[config.mk]
export PLATFORM = sky130hd
export DESIGN_NAME = spt_speed_pot
export DESIGN_NICKNAME = d
export VERILOG_FILES = /design/src/include/spt_pkg.sv /design/src/core/spt_ramp_tick.sv /design/src/core/spt_speed_pot.sv
export SDC_FILE = /design/constraint.sdc
export NUM_CORES = 1
export LEC_CHECK = 0
export BUFFER_PORTS_ARGS = -buffer_cell sky130_fd_sc_hd__buf_2
export CAP_MARGIN = 20
export CORE_MARGIN = 8
export CORE_UTILIZATION = 54
export CTS_CLUSTER_DIAMETER = 150
export CTS_CLUSTER_SIZE = 40
export DETAILED_ROUTE_END_ITERATION = 12
export PLACE_DENSITY = 0.83
export SKIP_LAST_GASP = 1
export SYNTH_ARGS = -nofsm -noshare
export SYNTH_HDL_FRONTEND = slang
export SYNTH_SLANG_ARGS = --single-unit
[constraint.sdc]
create_clock -name clk -period 6.2 [get_ports clk]
set_input_delay 0.31 -clock clk [delete_from_list [all_inputs] [get_ports clk]]
set_output_delay 0.31 -clock clk [all_outputs]
set_load 0.005 [all_outputs]
[src/include/spt_pkg.sv]
// Constants shared by the speed pot and thermistor trip block
package spt_pkg;
   localparam int NUM_INPUTS = 6;
   localparam int FUNC_W = 5;
   localparam int FREQ_W = 16;
   localparam int TIME_W = 16;
   // Input function codes
   localparam logic [4:0] FUNC_THERM = 5'h13;
   localparam logic [4:0] FUNC_RAISE = 5'h1B;
   localparam logic [4:0] FUNC_LOWER = 5'h1C;
   localparam int THERM_INPUT_IDX = 4;
   // Frequency command source value for operator control
   localparam logic [1:0] SRC_OPERATOR = 2'h2;
   // Trip code reported on thermistor trip
   localparam logic [7:0] TRIP_CODE_THERM = 8'h35;
   localparam logic [7:0] TRIP_CODE_NONE = 8'h00;
   // Thermistor threshold in ohms
   localparam logic [15:0] THERM_TRIP_OHMS = 16'h0BB8;
   localparam logic [15:0] THERM_OPEN_OHMS = 16'hFFFF;
   localparam int CLK_HZ = 50_000_000;
   localparam int RESET_MIN_MS = 12;
   localparam int RAMP_TICK_US = 100;
   localparam int RAMP_TICK_CYC = CLK_HZ / 1_000_000 * RAMP_TICK_US;
   localparam logic [FREQ_W-1:0] FREQ_RESET = 16'h0000;
   typedef enum logic [1:0] {
      SPT_IDLE = 2'b00,
      SPT_RAISE = 2'b01,
      SPT_LOWER = 2'b10,
      SPT_TRIP = 2'b11
   } spt_state_t;
endpackage

[src/core/spt_ramp_tick.sv]
// Divider producing the ramp step enable
module spt_ramp_tick #(
   parameter int DIV = spt_pkg::RAMP_TICK_CYC
) (
   // Clock and reset
   input wire logic clk,
   input wire logic rst_n,
   // Enable out
   output logic tick
);
   logic [15:0] cnt_q, cnt_d;
   logic tick_q, tick_d;

   always_comb begin
      tick_d = 1'b0;
      cnt_d = cnt_q + 16'h0001;
      if (cnt_q == 16'(DIV - 1)) begin
         cnt_d = 16'h0000;
         tick_d = 1'b1;
      end
   end

   always_ff @(posedge clk or negedge rst_n) begin
      if (!rst_n) begin
         cnt_q <= 16'h0000;
         tick_q <= 1'b0;
      end else begin
         cnt_q <= cnt_d;
         tick_q <= tick_d;
      end
   end

   assign tick = tick_q;
endmodule // spt_ramp_tick

[src/core/spt_speed_pot.sv]
// Motorized speed pot and thermistor trip monitor
// Overview of operation
// - Resistance above threshold trips, output off, code
// - Open thermistor also forces trip
// - Thermistor function code 19, fifth input only
// - Raise code 27, lower code 28, any input
// - Raise held ramps frequency up from present
// - Lower held ramps frequency down from present
// - Release freezes frequency where reached
// - Ramps use first or second accel/decel set
// - Adjust only with operator frequency source
// - Adjust ignored while jog in use
// - Frequency limited zero to maximum
// - Adjustment starts from standard frequency setting
// - Adjust only under active run command
// - Reset pulse cancels trip state
module spt_speed_pot #(
   parameter int NUM_INPUTS = spt_pkg::NUM_INPUTS,
   parameter int FREQ_W = spt_pkg::FREQ_W,
   parameter int TIME_W = spt_pkg::TIME_W
) (
   // Clock and reset
   input wire logic clk,
   input wire logic rst_n,
   // Programmable inputs and their function codes
   input wire logic [NUM_INPUTS-1:0] prog_inputs,
   input wire logic [NUM_INPUTS*spt_pkg::FUNC_W-1:0] input_func,
   // Thermistor measurement in ohms
   input wire logic [15:0] thermistor_sense_input,
   // Drive control
   input wire logic run_cmd,
   input wire logic jog_input,
   input wire logic trip_reset_input,
   input wire logic [1:0] freq_source,
   input wire logic second_set_sel,
   // Frequency settings
   input wire logic [FREQ_W-1:0] std_freq_setting,
   input wire logic [FREQ_W-1:0] max_freq,
   // Ramp times in ramp ticks per frequency step, less one (zero steps on every tick)
   input wire logic [TIME_W-1:0] first_accel_time,
   input wire logic [TIME_W-1:0] first_decel_time,
   input wire logic [TIME_W-1:0] second_accel_time,
   input wire logic [TIME_W-1:0] second_decel_time,
   // Outputs
   output logic [FREQ_W-1:0] out_freq,
   output logic motor_enable,
   output logic trip_active,
   output logic [7:0] trip_code,
   output logic ramping
);
   // Decode: is any input assigned code active, honoring where code is legal
   function automatic logic func_hit(input logic [NUM_INPUTS*spt_pkg::FUNC_W-1:0] f,
                                     input logic [NUM_INPUTS-1:0] pins,
                                     input logic [4:0] code);
      logic hit;
      hit = 1'b0;
      for (int i = 0; i < NUM_INPUTS; i++) begin
         if (f[i*spt_pkg::FUNC_W +: spt_pkg::FUNC_W] == code) begin
            if (code != spt_pkg::FUNC_THERM || i == spt_pkg::THERM_INPUT_IDX) begin
               hit = hit | pins[i];
            end
         end
      end
      return hit;
   endfunction

   // Raise or lower state, the two states in which frequency moves
   function automatic logic ramp_state(input spt_pkg::spt_state_t s);
      return (s == spt_pkg::SPT_RAISE) || (s == spt_pkg::SPT_LOWER);
   endfunction

   // One frequency step is due once the ramp count reaches its limit
   function automatic logic step_due(input logic [TIME_W-1:0] cnt,
                                     input logic [TIME_W-1:0] limit);
      return cnt >= limit;
   endfunction

   logic tick;
   logic raise_w, lower_w, therm_en, therm_fault, adjust_ok;
   logic [TIME_W-1:0] acc_t, dec_t;
   logic rst_in_q, rst_in_d;
   logic run_q, run_d;
   spt_pkg::spt_state_t st_q, st_d;
   logic [FREQ_W-1:0] freq_q, freq_d;
   logic [TIME_W-1:0] rcnt_q, rcnt_d;
   logic mot_q, mot_d;
   logic [7:0] code_q, code_d;
   logic trip_q, trip_d;
   logic ramp_q, ramp_d;

   spt_ramp_tick u_tick (
      .clk(clk),
      .rst_n(rst_n),
      .tick(tick)
   );

   assign raise_w = func_hit(input_func, prog_inputs, spt_pkg::FUNC_RAISE);
   assign lower_w = func_hit(input_func, prog_inputs, spt_pkg::FUNC_LOWER);
   // Thermistor only honoured on the fifth input
   assign therm_en = input_func[spt_pkg::THERM_INPUT_IDX*spt_pkg::FUNC_W +: spt_pkg::FUNC_W]
                     == spt_pkg::FUNC_THERM;
   assign therm_fault = therm_en && (thermistor_sense_input > spt_pkg::THERM_TRIP_OHMS
                        || thermistor_sense_input == spt_pkg::THERM_OPEN_OHMS);
   assign adjust_ok = run_cmd && !jog_input
                      && freq_source == spt_pkg::SRC_OPERATOR;
   assign acc_t = second_set_sel ? second_accel_time : first_accel_time;
   assign dec_t = second_set_sel ? second_decel_time : first_decel_time;

   // Edge detectors for the reset contact and the run command
   always_comb begin
      rst_in_d = trip_reset_input;
      run_d = run_cmd;
   end

   always_ff @(posedge clk or negedge rst_n) begin
      if (!rst_n) begin
         rst_in_q <= 1'b0;
         run_q <= 1'b0;
      end else begin
         rst_in_q <= rst_in_d;
         run_q <= run_d;
      end
   end

   // Trip, ramp state and output frequency
   always_comb begin
      st_d = st_q;
      freq_d = freq_q;
      rcnt_d = rcnt_q;
      mot_d = mot_q;
      code_d = code_q;
      if (therm_fault && st_q != spt_pkg::SPT_TRIP) begin
         st_d = spt_pkg::SPT_TRIP;
         mot_d = 1'b0;
         code_d = spt_pkg::TRIP_CODE_THERM;
      end else begin
         case (st_q)
            spt_pkg::SPT_TRIP: begin
               mot_d = 1'b0;
               // Clear on falling edge of reset pulse
               if (rst_in_q && !trip_reset_input && !therm_fault) begin
                  st_d = spt_pkg::SPT_IDLE;
                  code_d = spt_pkg::TRIP_CODE_NONE;
                  freq_d = std_freq_setting;
               end
            end
            default: begin
               mot_d = run_cmd;
               // New run starts from the standard setting
               if (run_cmd && !run_q) begin
                  freq_d = std_freq_setting;
               end
               st_d = spt_pkg::SPT_IDLE;
               if (adjust_ok && raise_w && !lower_w) begin
                  st_d = spt_pkg::SPT_RAISE;
               end else if (adjust_ok && lower_w && !raise_w) begin
                  st_d = spt_pkg::SPT_LOWER;
               end
               if (st_d != st_q) begin
                  rcnt_d = '0;
               end else if (tick && ramp_state(st_q)) begin
                  rcnt_d = rcnt_q + 1'b1;
                  if (st_q == spt_pkg::SPT_RAISE && step_due(rcnt_q, acc_t)) begin
                     rcnt_d = '0;
                     if (freq_q < max_freq) begin
                        freq_d = freq_q + 1'b1;
                     end
                  end
                  if (st_q == spt_pkg::SPT_LOWER && step_due(rcnt_q, dec_t)) begin
                     rcnt_d = '0;
                     if (freq_q != '0) begin
                        freq_d = freq_q - 1'b1;
                     end
                  end
               end
            end
         endcase
      end
      // Clamp also covers the reload after a trip clears
      if (freq_d > max_freq) begin
         freq_d = max_freq;
      end
   end

   always_ff @(posedge clk or negedge rst_n) begin
      if (!rst_n) begin
         st_q <= spt_pkg::SPT_IDLE;
         freq_q <= spt_pkg::FREQ_RESET;
         rcnt_q <= '0;
         mot_q <= 1'b0;
         code_q <= spt_pkg::TRIP_CODE_NONE;
      end else begin
         st_q <= st_d;
         freq_q <= freq_d;
         rcnt_q <= rcnt_d;
         mot_q <= mot_d;
         code_q <= code_d;
      end
   end

   // Status flags kept in flops so no output is decoded
   always_comb begin
      trip_d = (st_d == spt_pkg::SPT_TRIP);
      ramp_d = ramp_state(st_d);
   end

   always_ff @(posedge clk or negedge rst_n) begin
      if (!rst_n) begin
         trip_q <= 1'b0;
         ramp_q <= 1'b0;
      end else begin
         trip_q <= trip_d;
         ramp_q <= ramp_d;
      end
   end

   assign out_freq = freq_q;
   assign motor_enable = mot_q;
   assign trip_active = trip_q;
   assign trip_code = code_q;
   assign ramping = ramp_q;
endmodule // spt_speed_pot

==> Word level (Yosys, flattened, before mapping) <==
Cells that the tools add are included.
{ "word_totals": {"reg_bits": 64, "out_inout_bits": 27, "word_cells": 128, "inputBits": 156} }
{ "op_classes": {"mux": 43, "n_addsub": 4, "eq_ne": 24, "reduce_logical": 29, "bitwise_logic": 12, "order_cmp": 5} }
{ "op_table": {"columns": ["op", "n"], "rows": [
  ["$mux W16", 18],
  ["$eq A5 B5 Y1 const B", 13],
  ["$add A16 B1 Y16 const B", 3],
  ["$ge A16 B16 Y1", 2],
  ["$mux W8", 3],
  ["$eq A16 B13 Y1 const B", 1],
  ["$eq A16 B16 Y1 const B", 1],
  ["$gt A16 B12 Y1 const B", 1],
  ["$gt A16 B16 Y1", 1],
  ["$lt A16 B16 Y1", 1],
  ["$reduce_bool A16 Y1", 1],
  ["$sub A16 B1 Y16 const B", 1],
  ["$mux W1", 15],
  ["$logic_and A1 B1 Y1", 14],
  ["$mux W2", 7],
  ["$eq A2 B2 Y1 const B", 5],
  ["$or A1 B1 Y1", 10],
  ["$logic_not A1 Y1", 6],
  ["$reduce_bool A2 Y1", 3],
  ["$eq A2 B1 Y1 const B", 2],
  ["$logic_or A1 B1 Y1", 3],
  ["$reduce_and A3 Y1", 1],
  ["$ne A2 B2 Y1", 1],
  ["$ne A2 B2 Y1 const B", 1],
  ["2 further kinds", 3]
]} }

==> Logic depth before layout (Yosys ltp) <==
Gate-level depths: netlist of the first run.
{ "logic_depth": {"word_depth": 24, "depth_mapped": 26, "depth_no_buf": 20} }

==> By module <==
A second synthesis of the first run with hierarchy kept.
{ "hier_totals": {"cells_unflattened": 659, "hier_area_um2": 5848.1} }
{ "by_module_without_submodules": {"columns": ["module", "seq_area_each_um2", "n_inst", "cells_each", "area_per_inst_um2"], "rows": [
  ["spt_speed_pot", 1001.0, 1, 590, 5077.4],
  ["spt_ramp_tick", 425.4, 1, 69, 770.7]
]} }

==> Worst setup path before layout of the first run <==
Ideal clock, no wire load.
{ "synth_path": {"path_kind": "input port to flip-flop", "start": "in second_set_sel", "end": "reg freq_q[10] (netlist: out_freq[10])", "arrival_ns": 5.239, "t_required_ns": 6.075, "slack_ns": 0.836, "stages": 24, "setup_ns": 0.125, "path_buffers": 5, "cell_sequence": "clkbuf_1 clkbuf_1 mux2i_1 ha_1 a211oi_1 nor2_1 a2111oi_0 and3_1 buf_2 nor2_4 o221ai_2 buf_4 mux2i_1 a31oi_1 nor2_1 ha_1 nand4_1 nor2_1 and2_0 a21oi_1 o211ai_1 nand3_1 clkbuf_1 mux2_2"} }
{ "synth_between": {"elab_chain_len": 12, "elab_cells_between_ends": 15, "classes_between": "order compare: 3; mux: 10; reduce/logical: 2"} }
{ "synth_rtl": {"columns": ["element", "line_no", "source"], "rows": [
  ["start, declared", "spt_speed_pot.sv:35", "input wire logic second_set_sel,"],
  ["$mux W16", "spt_speed_pot.sv:106", "assign acc_t = second_set_sel ? second_accel_time : first_accel_time;"],
  ["$ge A16 B16 Y1", "spt_speed_pot.sv:75", "return cnt >= limit;"],
  ["$logic_and A1 B1 Y1", "spt_speed_pot.sv:163", "if (st_q == spt_pkg::SPT_RAISE && step_due(rcnt_q, acc_t)) begin"],
  ["$mux W16", "spt_speed_pot.sv:163", null],
  ["$mux W16", "spt_speed_pot.sv:171", "if (freq_q != '0) begin"],
  ["$mux W16 (*)", "spt_speed_pot.sv:169", "if (st_q == spt_pkg::SPT_LOWER && step_due(rcnt_q, dec_t)) begin"],
  ["$mux W16 (*)", "spt_speed_pot.sv:161", "end else if (tick && ramp_state(st_q)) begin"],
  ["$mux W16 (*)", "spt_speed_pot.sv:159", "if (st_d != st_q) begin"],
  ["$mux W16 (*)", "spt_speed_pot.sv:137", "case (st_q)"],
  ["$mux W16 (*)", "spt_speed_pot.sv:132", "if (therm_fault && st_q != spt_pkg::SPT_TRIP) begin"],
  ["$gt A16 B16 Y1", "spt_speed_pot.sv:180", "if (freq_d > max_freq) begin"],
  ["$mux W16 (*)", "spt_speed_pot.sv:180", null],
  ["via freq_d[10]", "spt_speed_pot.sv:84", "logic [FREQ_W-1:0] freq_q, freq_d;"],
  ["end signal, assigned", "spt_speed_pot.sv:188", "freq_q <= spt_pkg::FREQ_RESET;"],
  ["end signal, assigned", "spt_speed_pot.sv:194", "freq_q <= freq_d;"],
  ["end, declared", "spt_speed_pot.sv:84", null]
]} }
Mark *: on every way through the listed nets, which the timed path passes. The rest lies on a longest branch.
A chain may end at the register's enable or synchronous reset.

==> Worst setup path after layout of the first run <==
{ "layout_path": {"start": "in second_set_sel", "end": "reg freq_q[1] (netlist: out_freq[1])"} }
Same word-level chain as after synthesis.

==> results.py, run 1 <==
metrics = {
    "outcome": {
        "status": "finished, final reports clean",
    },
    "power_and_ir_drop": {
        "p_sw_mw": 0.7838,
        "clkPwrFrac_pct": 25.4,
        "switching_share_pct": 40.33,
        "pwr-share-comb_pct": 43.4,
        "p_leak_nw": 3.610,
        "intPower_mw": 1.160,
        "p_per_area_nw_per_um2": 258.9,
        "max-vdd-ir-drop_mv": 0.2296,
        "total_power_mw": 1.943,
        "power_frac_seq_pct": 31.2,
    },
    "cells_and_area": {
        "drive_gt1_share_pct": 25.96,
        "stdcell_area_sq_um": 7507,
        "fin_util_pct": 65.75,
        "fin_nets": 1136,
        "syn2layout_area_growth_pct": 19.24,
        "fillers": 978,
    },
    "sta": {
        "worstMarginPinSlew_ps": 1118,
        "finalCriticalPeriod_ps": 5402,
        "rsz0062_at_grt": "false",
        "finClkSkew_ps": 9.294,
        "slew_viol_final": 0,
        "hold_viol_final": 0,
        "fmax_ghz": 0.1851,
        "slew_headroom_pct": 25.49,
        "setup_viol": 0,
        "min_period_over_period_pct": 87.12,
        "setup_tns_ps": 0,
    },
    "synth": {
        "ys_ff_latch": 57,
        "synth.avg_cell_area_sq_um": 8.372,
        "synth_flop_cell": "dfrtp_1",
        "synth_cells": 752,
        "syn_area_sq_um": 6296,
        "synth_edf_count": 0,
        "yosys_warnings": 0,
        "ys_types": 74,
        "async_flop_share_pct": 100.0,
        "ys_seq_area_share_pct": 22.66,
    },
    "floorplan": {
        "core_sq_um": 11420,
        "fp.dieW_um": 124.0,
        "die_area_sq_um": 15370,
        "ios": 183,
        "initial_core_util_pct": 55.14,
        "rows": 39,
        "die_h_um": 124.0,
    },
    "route": {
        "firstDrtPassIters": 7,
        "via_count": 6596,
        "post_drt_wl_per_cell_um": 18.41,
        "antenna_left": 0,
        "drcViolationCount": 0,
        "vias_per_cell": 6.240,
        "wirelength_mm": 19.46,
        "drt-initial-drc-count": 572,
    },
    "grt": {
        "first_global_vias": 6378,
        "grt_max_degree": 58,
        "grt_first_pass_wirelength_mm": 30.68,
        "grt_usage_pct": 24.74,
        "antenna_found_initial": 1,
        "grt_remaining_overflow": 0,
    },
    "placement": {
        "place_area_sq_um": 7208,
        "dp_hpwl_mm": 15.03,
        "gp_congestion": 0.9043,
        "portBuffers": 178,
    },
    "cts": {
        "path_clk_slew_ps": 60,
        "cts_tree": "done",
        "cts-root-buf": "clkbuf_16",
        "postCtsSetupBuffers": 0,
        "cts.sinks": 57,
        "cts_buffer_depth": 2,
        "cts-buffers-inserted": 9,
        "clk_latency_ps": 330,
        "htreeDepth": 3,
        "cts_resized": 0,
        "postCtsHoldBufs": 0,
    },
    "setup_path": {
        "criticalPathCategory": "input pin to register",
        "reg2reg_slack_ps": 870,
        "slowest_delay_ps": 400,
        "start_kind": "input pin",
        "crit_path_end_kind": "register",
        "critPathSlowestCell": "a2111o_1",
        "required_ps": 6410,
        "path_cells": "buf_2 > buf_4 > mux2_2 > ha_1 > nand2b_1 > a2111o_1 > a32o_1 > o31a_1 > and2_1 > o221ai_2 > buf_4 > mux2i_1 > a31oi_1 > nor2_1 > ha_1 > nand4_1 > nor2_1 > and2_0 > a21oi_1 > o211ai_1 > nand3_1 > buf_4 > mux2_2",
        "ff2ff_path_depth": 18,
        "cp_data_arrival_time_ps": 5610,
        "crit_top_cell": "buf_4",
        "cp_max_fo": 18,
    },
    "worst_hold_path": {
        "hold_depth": 1,
        "hold_path_class": "input pin to register",
    },
    "run": {
        "drv_cap": 0,
    },
}
-- synthesized netlist by cell type (all sizes together) (9+ instances only) --
cell type	number	area share, %
ha	72	14
nand2	68	4.1
dfrtp	57	23
nor2	53	3.3
mux2i	52	8.3
o21ai	47	3.7
nor3	31	2.5
clkbuf	26	1.6
inv	25	1.5
nand3	25	2.0
a21oi	23	1.8
and3	21	2.1
buf	19	2.2
mux2	15	2.7
nand4	15	1.5
a31oi	11	1.1
a21o	10	1.2
o21a	10	1.2
xnor2	10	1.4
a211oi	9	1.1
and2	9	0.89
-- cell usage in the layout (no fill, tap or decap), types with 9 or more instances in the layout --
cell type  count
a21o_1        10
nor2_1        52
nor3_1        31
a211oi_1       9
mux2i_1       52
nand3_1       25
mux2_2        15
nand2_1       68
a31oi_1       11
xnor2_1       10
buf_2        178
o21ai_0       43
clkbuf_16      9
inv_1         25
ha_1          72
a21oi_1       22
nand4_1       15
o21a_1        10
and3_1        21
buf_4          9
dfrtp_1       57
-- area by class of cell --
cell class	instances	area, sq um	share of cell area, %
Multi-Input combinational cell	628	4551	60.62
Clock inverter	6	67.56	0.9000
Clock buffer	10	229.0	3.050
Antenna cell	1	2.502	0.03333
Sequential cell	57	1426	19.00
Tap cell	143	178.9	2.383
Inverter	25	93.84	1.250
Timing Repair Buffer	187	958.4	12.77
-- path summary, 6_finish.rpt --
path                              endpoint             start
hold / removal                    rst_in_q  trip_reset_input
setup reg to reg               out_freq[1]         rcnt_q[9]
setup / recovery               out_freq[1]    second_set_sel
max in group asynchronous      out_freq[7]             rst_n
hold reg to reg            u_tick.cnt_q[0]   u_tick.cnt_q[0]
min in group asynchronous      out_freq[2]             rst_n
-- layer usage --
| layer | up-vias | wire (um) | track usage (%) |
|---|---|---|---|
| met1 | 3054 | 7901 | 31.17 |
| met2 | 340 | 9099 | 40.91 |
| met5 | - | 0 | 0 |
| met3 | 37 | 2059 | 5.394 |
| li1 | 3165 | - | - |
| met4 | 0 | 400 | 8.996 |
-- critical path: cells and delay by family --
| family | cells | cell delay, ps |
|---|---|---|
| compound gates | 7 | 1600 |
| buf+inv | 4 | 1170 |
| fa+ha+maj | 2 | 540 |
| mux | 3 | 970 |
| simple gates | 7 | 1010 |
-- metrics by stage --
step	hold WS (ps)	setup slack, ps	instances
final	106.5	798.4	1057
after global routing	98.00	430.5	1057
after CTS	100.1	877.1	1056
after detailed placement	434.3	598.8	1040
after global placement	433.6	747.6	1040
after floorplan	14.41	836.1	755
-- power by group through the flow --
stage | logic, mW | clock network, mW | registers [mW]
4_1_cts | 0.837 | 0.502 | 0.596
3_5_place_dp | 0.826 | 0 | 0.601
5_1_grt | 0.933 | 0.518 | 0.615
3_3_place_gp | 0.807 | 0 | 0.598
2_1_floorplan | 0.642 | 0 | 0.501
6_report | 0.843 | 0.494 | 0.606
-- flip-flops by register name, summed over array words and instances, names as in the netlist --
name / flops
out_freq: 16
rcnt_q: 16
u_tick.cnt_q: 16
st_q: 2
motor_enable: 1
ramping: 1
rst_in_q: 1
run_q: 1
trip_active: 1
trip_code: 1
u_tick.tick: 1
-- kinds of logic (layout without fill, tap and decap cells) --
| kind of cell | after synthesis | count (layout) | synth area share [%] |
|---|---|---|---|
| AOI/OAI and AO/OA | 192 | 192 | 21.84 |
| xor gates and xnor gates | 18 | 18 | 2.504 |
| adders and majority gates | 72 | 72 | 14.31 |
| buffers and inverters | 70 | 228 | 5.306 |
| DFF | 57 | 57 | 22.66 |
| muxes | 67 | 67 | 10.95 |
| other | 1 | 5 | 0.05956 |
| and+or+nand+nor | 275 | 275 | 22.38 |
No activity file was read; power rests on OpenSTA's default activity.
==> run 2, diff against run 1 <==
--- a/config.mk
+++ b/config.mk
@@ -5,14 +5,16 @@
 export SDC_FILE = /design/constraint.sdc
 export NUM_CORES = 1
 export LEC_CHECK = 0
+export ABC_AREA = 1
 export BUFFER_PORTS_ARGS = -buffer_cell sky130_fd_sc_hd__buf_2
 export CAP_MARGIN = 20
 export CORE_MARGIN = 8
-export CORE_UTILIZATION = 54
+export CORE_UTILIZATION = 56
+export CTS_BUF_LIST = sky130_fd_sc_hd__clkbuf_4 sky130_fd_sc_hd__clkbuf_8
 export CTS_CLUSTER_DIAMETER = 150
 export CTS_CLUSTER_SIZE = 40
 export DETAILED_ROUTE_END_ITERATION = 12
-export PLACE_DENSITY = 0.83
+export PLACE_DENSITY = 0.84
 export SKIP_LAST_GASP = 1
 export SYNTH_ARGS = -nofsm -noshare
 export SYNTH_HDL_FRONTEND = slang
==> run 2 against run 1 <==
Maximum frequency is 8.0% higher; cell count rose by 28%; core utilization grew 0.64 points; hold slack got worse by 17 ps; sequential power is essentially flat; final area up 5.8%; critical path depth is 7 higher; flip-flop and latch count stayed put.
==> results.py, run 2 <==
metrics = {
    "cts": {
        "cts-root-buf": "clkbuf_8",
        "cts_resized": 0,
        "cts.sinks": 57,
        "cts_tree": "done",
        "postCtsHoldBufs": 0,
        "path_clk_slew_ps": 70,
        "postCtsSetupBuffers": 0,
        "htreeDepth": 3,
        "cts-buffers-inserted": 9,
        "clk_latency_ps": 350,
        "cts_buffer_depth": 2,
    },
    "cells_and_area": {
        "n_antenna_cell": 0,
        "final_cell_mix": "316 x nand2_1, 178 x buf_2, 142 x inv_1, 72 x ha_1, 67 x nand3_1",
        "fin_nets": 1425,
        "stdcell_area_sq_um": 7941,
        "drive_gt1_share_pct": 21.21,
        "syn2layout_area_growth_pct": 16.05,
        "final_common_cell": "nand2_1",
        "fin_util_pct": 66.39,
    },
    "route": {
        "wirelength_mm": 18.99,
        "drt-initial-drc-count": 581,
        "vias_per_cell": 5.311,
        "antenna_left": 0,
        "firstDrtPassIters": 6,
        "via_count": 7165,
        "post_drt_wl_per_cell_um": 14.07,
        "drcViolationCount": 0,
    },
    "sta": {
        "setup_viol": 0,
        "fmax_ghz": 0.2000,
        "setup_tns_ps": 0,
        "slew_viol_final": 0,
        "finalCriticalPeriod_ps": 5000,
        "rsz0062_at_grt": "false",
        "finClkSkew_ps": 12.16,
        "min_period_over_period_pct": 80.64,
        "hold_ws_ps": 89.89,
        "hold_viol_final": 0,
        "worstMarginPinSlew_ps": 728.1,
        "slew_headroom_pct": 51.46,
    },
    "grt": {
        "grt_first_pass_wirelength_mm": 32.07,
        "grt_max_degree": 58,
        "first_global_vias": 7007,
        "antenna_found_initial": 1,
        "grt_remaining_overflow": 0,
        "grt_usage_pct": 23.92,
    },
    "synth": {
        "synth_area_leaders": "dfrtp_1 21%, nand2_1 17%, ha_1 13%",
        "ys_types": 54,
        "yosys_warnings": 0,
        "yosysMostFrequentCell": "nand2_1",
        "async_flop_share_pct": 100.0,
        "ys_seq_area_share_pct": 20.84,
        "synth.avg_cell_area_sq_um": 6.624,
        "syn_area_sq_um": 6843,
        "synth_flop_cell": "dfrtp_1",
        "yosysTopAreaCell": "dfrtp_1",
        "synth_cells": 1033,
        "synth_edf_count": 0,
        "synth_commonest_cells": "316 x nand2_1, 142 x inv_1, 72 x ha_1",
        "ys_ff_latch": 57,
        "synth.top_cell.area_share_pct": 20.84,
    },
    "power_and_ir_drop": {
        "p_leak_nw": 4.499,
        "max-vdd-ir-drop_mv": 0.1863,
        "p_per_area_nw_per_um2": 250.7,
    },
    "setup_path": {
        "crit_path_end_kind": "register",
        "slowest_delay_ps": 550,
        "critPathSlowestCell": "buf_2",
        "criticalPathCategory": "input pin to register",
        "crit_top_cell": "nand2_1",
        "required_ps": 6440,
        "start_kind": "input pin",
        "cp_data_arrival_time_ps": 5240,
        "cp_max_fo": 27,
    },
    "floorplan": {
        "core_sq_um": 11960,
        "initial_core_util_pct": 57.21,
        "die_area_sq_um": 16010,
        "rows": 40,
        "fp.dieW_um": 126.5,
        "die_h_um": 126.5,
        "ios": 183,
    },
    "placement": {
        "place_area_sq_um": 7746,
        "gp_congestion": 0.9905,
        "dp_hpwl_mm": 15.38,
        "portBuffers": 178,
    },
    "worst_hold_path": {
        "hold_path_class": "input pin to async pin",
    },
    "outcome": {
        "status": "finished, final reports clean",
    },
    "run": {
        "drv_cap": 0,
    },
}
[run 2: cell count changes in the layout (fill, tap and decap cells not counted), moves of 18 or more]
cell,before,now
nand2_1,68,316
inv_1,25,142
nand3_1,25,67
a21oi_1,22,49
xor2_1,8,32
mux2i_1,52,30
and3_1,21,3
nor3_1,31,13
[run 2: report_power, final]
| group | switching (mW) | total [mW] | leakage (nW) | internal (mW) |
|---|---|---|---|---|
| combinational | 0.608 | 1.03 | 3.66 | 0.419 |
| clock | 0.164 | 0.358 | 0.100 | 0.194 |
| sequential | 0.166 | 0.606 | 0.734 | 0.440 |
| total | 0.938 | 1.99 | 4.50 | 1.05 |
[run 2: worst paths after layout]
kind	start	endpoint	slack, ps	depth (start not counted)
max in group asynchronous	rst_n	out_freq[0]	5620	2
setup / recovery	second_set_sel	out_freq[1]	1200	30
min in group clk	trip_reset_input	rst_in_q	90	1
hold / removal	rst_n	rcnt_q[13]	90	2
setup reg to reg	rcnt_q[9]	out_freq[1]	1510	23
hold reg to reg	u_tick.cnt_q[0]	u_tick.cnt_q[0]	470	1
[run 2: cell families (layout without fill, tap and decap cells)]
kind of cell / count (synthesis) / count (layout) / share of synthesized area (%)
other: 1 / 4 / 0.05480
multiplexers: 32 / 32 / 4.718
buffers and inverters: 183 / 349 / 11.41
AO/OA/AOI/OAI: 114 / 114 / 9.783
XOR/XNOR: 40 / 40 / 5.120
AND/OR/NAND/NOR: 534 / 534 / 34.91
flip-flops: 57 / 57 / 20.84
adder cells (fa/ha/maj): 72 / 72 / 13.17
[run 2: cell type report]
cell class	count	area (sq um)
timing repair buffer	182	920.9
fill	1122	4020
sequential	57	1426
tap	147	183.9
inverter	151	568.0
clock buffer	11	138.9
multi-input combinational	796	4647
clock inverter	5	56.30
[run 2: metrics by stage]
step	worst slack, ps	std cells	total power [mW]
after floorplan	2053	1036	1.298
after global placement	1144	1333	1.597
after detailed placement	941.7	1333	1.624
after CTS	1286	1349	1.990
after global routing	855.8	1349	2.175
final	1200	1349	1.991
[run 2: metal layers]
metal / routed length [um] / vias up / GRT usage, %
li1: - / 3670 / -
met1: 7899 / 3209 / 28.28
met2: 9090 / 246 / 41.92
met3: 1641 / 38 / 4.985
met4: 346 / 2 / 8.422
met5: 8 / - / 0
[run 2: critical path: cells and delay by family]
family                   cells  cell delay (ps)
AO/OA/AOI/OAI                3              690
buffers and inverters        6             1500
AND/OR/NAND/NOR             18             2030
multiplexers                 1               90
adder cells (fa/ha/maj)      2              580
==> run 3, diff against run 2 <==
--- a/config.mk
+++ b/config.mk
@@ -5,11 +5,11 @@
 export SDC_FILE = /design/constraint.sdc
 export NUM_CORES = 1
 export LEC_CHECK = 0
-export ABC_AREA = 1
+export ABC_AREA = 0
 export BUFFER_PORTS_ARGS = -buffer_cell sky130_fd_sc_hd__buf_2
 export CAP_MARGIN = 20
 export CORE_MARGIN = 8
-export CORE_UTILIZATION = 56
+export CORE_UTILIZATION = 55
 export CTS_BUF_LIST = sky130_fd_sc_hd__clkbuf_4 sky130_fd_sc_hd__clkbuf_8
 export CTS_CLUSTER_DIAMETER = 150
 export CTS_CLUSTER_SIZE = 40
==> constraint.sdc (replaced) <==
create_clock -name clk -period 5.21 [get_ports clk]
set_input_delay 0.2605 -clock clk [delete_from_list [all_inputs] [get_ports clk]]
set_output_delay 0.2605 -clock clk [all_outputs]
set_load 0.005 [all_outputs]
==> run 3 against run 2 <==
Sequential power increased by 3.5%; total power increased by 11%; via count decreased by 6.3%; global-route usage increased by 1.9 points; cell count decreased by 20%; non-clock buffer count increased by 26; hold slack got worse by 54 ps; flip-flop and latch count unchanged; largest cell class unchanged.
==> results.py, run 3 (synthesized netlist as in run 1, its figures left out) <==
metrics = {
    "route": {
        "via_count": 6714,
        "drcViolationCount": 0,
        "drt-initial-drc-count": 576,
        "antenna_left": 0,
        "firstDrtPassIters": 11,
        "vias_per_cell": 6.240,
        "wirelength_mm": 19.87,
        "post_drt_wl_per_cell_um": 18.46,
    },
    "placement": {
        "portBuffers": 178,
        "place_area_sq_um": 7378,
        "gp_congestion": 0.9379,
        "dp_hpwl_mm": 15.71,
        "dp_cells": 1061,
    },
    "worst_hold_path": {
        "hold_path_class": "input pin to register",
    },
    "cts": {
        "cts_buffer_depth": 2,
        "htreeDepth": 3,
        "cts-root-buf": "clkbuf_8",
        "cts_tree": "done",
        "postCtsHoldBufs": 0,
        "postCtsSetupBuffers": 0,
        "path_clk_slew_ps": 70,
        "cts.sinks": 57,
        "cts_resized": 0,
        "cts-buffers-inserted": 9,
        "clk_latency_ps": 350,
    },
    "floorplan": {
        "core_sq_um": 11270,
        "rows": 39,
        "fp.dieW_um": 123.0,
        "initial_core_util_pct": 55.86,
        "ios": 183,
        "die_h_um": 123.0,
        "die_area_sq_um": 15130,
    },
    "setup_path": {
        "slowest_delay_ps": 560,
        "cp_max_fo": 12,
        "path_cells": "or3_1 > or4b_1 > nor4_2 > a211o_2 > or2_4 > nand2_1 > buf_4 > o211a_1 > o31a_1 > ha_1 > nand4_1 > nor3_1 > a21oi_1 > o211ai_1 > nand3_1 > a2111oi_1 > a211oi_1",
        "start_kind": "register",
        "required_ps": 5420,
        "critPathSlowestCell": "dfrtp_1",
        "criticalPathCategory": "register to register",
        "crit_path_end_kind": "register",
        "cp_data_arrival_time_ps": 5190,
    },
    "grt": {
        "grt_remaining_overflow": 0,
        "grt_use_met3_pct": 5.571,
        "grt_max_degree": 58,
        "grt_usage_pct": 25.84,
        "met2_usage_pct": 44.48,
        "top_usage_layer": "met2",
        "first_global_vias": 6649,
        "grt_first_pass_wirelength_mm": 31.95,
        "gr-usage-met1_pct": 31.46,
        "antenna_found_initial": 0,
    },
    "sta": {
        "worstMarginPinSlew_ps": 1010,
        "slew_headroom_pct": 32.44,
        "setup_viol": 0,
        "fmax_ghz": 0.2008,
        "rsz0062_at_grt": "false",
        "slew_viol_final": 0,
        "finClkSkew_ps": 9.926,
        "hold_viol_final": 0,
        "finalCriticalPeriod_ps": 4980,
        "setup_tns_ps": 0,
        "min_period_over_period_pct": 95.58,
    },
    "cells_and_area": {
        "stdcell_area_sq_um": 7580,
        "syn2layout_area_growth_pct": 20.39,
        "n_antenna_cell": 0,
        "fin_nets": 1157,
        "final_common_cell": "buf_2",
        "fin_cells": 1076,
        "drive_gt1_share_pct": 27.76,
        "final_cell_mix": "178 x buf_2, 72 x ha_1, 68 x nand2_1, 57 x dfrtp_1",
    },
    "power_and_ir_drop": {
        "power_frac_seq_pct": 28.3,
        "switching_share_pct": 41.86,
        "intPower_mw": 1.287,
        "total_power_mw": 2.214,
        "p_sw_mw": 0.9270,
        "clkPwrFrac_pct": 19.2,
        "p_leak_nw": 3.677,
        "max-vdd-ir-drop_mv": 0.2849,
        "pwr-share-comb_pct": 52.5,
        "p_per_area_nw_per_um2": 292.2,
    },
    "run": {
        "drv_cap": 0,
    },
    "outcome": {
        "status": "finished, final reports clean",
    },
}
==> run 3: changes by cell type in the layout (fill, tap and decap cells not counted), sizes merged, moves of 18 or more <==
cell,before,now
nand2,321,68
inv,150,25
nand3,74,25
a21oi,50,23
buf,182,208
xor2,32,8
mux2i,30,52
nor2,75,53
and3,3,21
==> run 3: metal layers <==
| metal | wire length, um | up-vias |
|---|---|---|
| li1 | - | 3207 |
| met1 | 8142 | 3118 |
| met2 | 9549 | 340 |
| met3 | 1755 | 49 |
| met4 | 421 | 0 |
| met5 | 0 | - |
==> run 3: worst max-delay path: cells and delay by family (launching register included) <==
family          cells  cell delay [ps]
compound gates      7             1640
fa+ha+maj           1              330
buf+inv             1              190
flops               1              560
simple gates        8             2110
==> run 3: power by group through the flow <==
| stage | Combinational [mW] | Clock, mW | Sequential [mW] |
|---|---|---|---|
| 4_1_cts | 1.14 | 0.426 | 0.622 |
| 6_report | 1.16 | 0.425 | 0.627 |
| 2_1_floorplan | 0.764 | 0 | 0.596 |
| 5_1_grt | 1.28 | 0.447 | 0.638 |
| 3_5_place_dp | 1.14 | 0 | 0.631 |
| 3_3_place_gp | 1.11 | 0 | 0.628 |
==> run 3: per-stage QoR <==
step | setup slack (ps) | utilization, % | hold slack [ps]
2_1_floorplan | 98.87 | - | -35.09
3_5_place_dp | 36.73 | 65.46 | 386.4
3_3_place_gp | 278.9 | 65.46 | 381.7
6_report | 230.2 | 67.24 | 35.65
4_1_cts | 248.9 | 67.18 | 22.60
5_1_grt | 8.491 | 67.24 | 18.06
==> run 3: final timing paths <==
path,start,to,slack [ps],depth (start not counted)
worst min-delay path,trip_reset_input,rst_in_q,40,1
worst max register to register,out_freq[12],out_freq[12],230,17
min in group asynchronous,rst_n,u_tick.cnt_q[3],60,2
max in group asynchronous,rst_n,rcnt_q[11],4640,2
worst max-delay path,out_freq[12],out_freq[12],230,17
worst min register to register,u_tick.cnt_q[0],u_tick.cnt_q[0],460,1
==> run 3: cell type report <==
type	instances	area, sq um
flip-flops and latches	57	1426
clock inverters	5	56.30
inverters	25	93.84
fillers	967	3692
well taps	143	178.9
clock buffers	10	137.6
multi-input cells	628	4558
repair buffers	208	1129
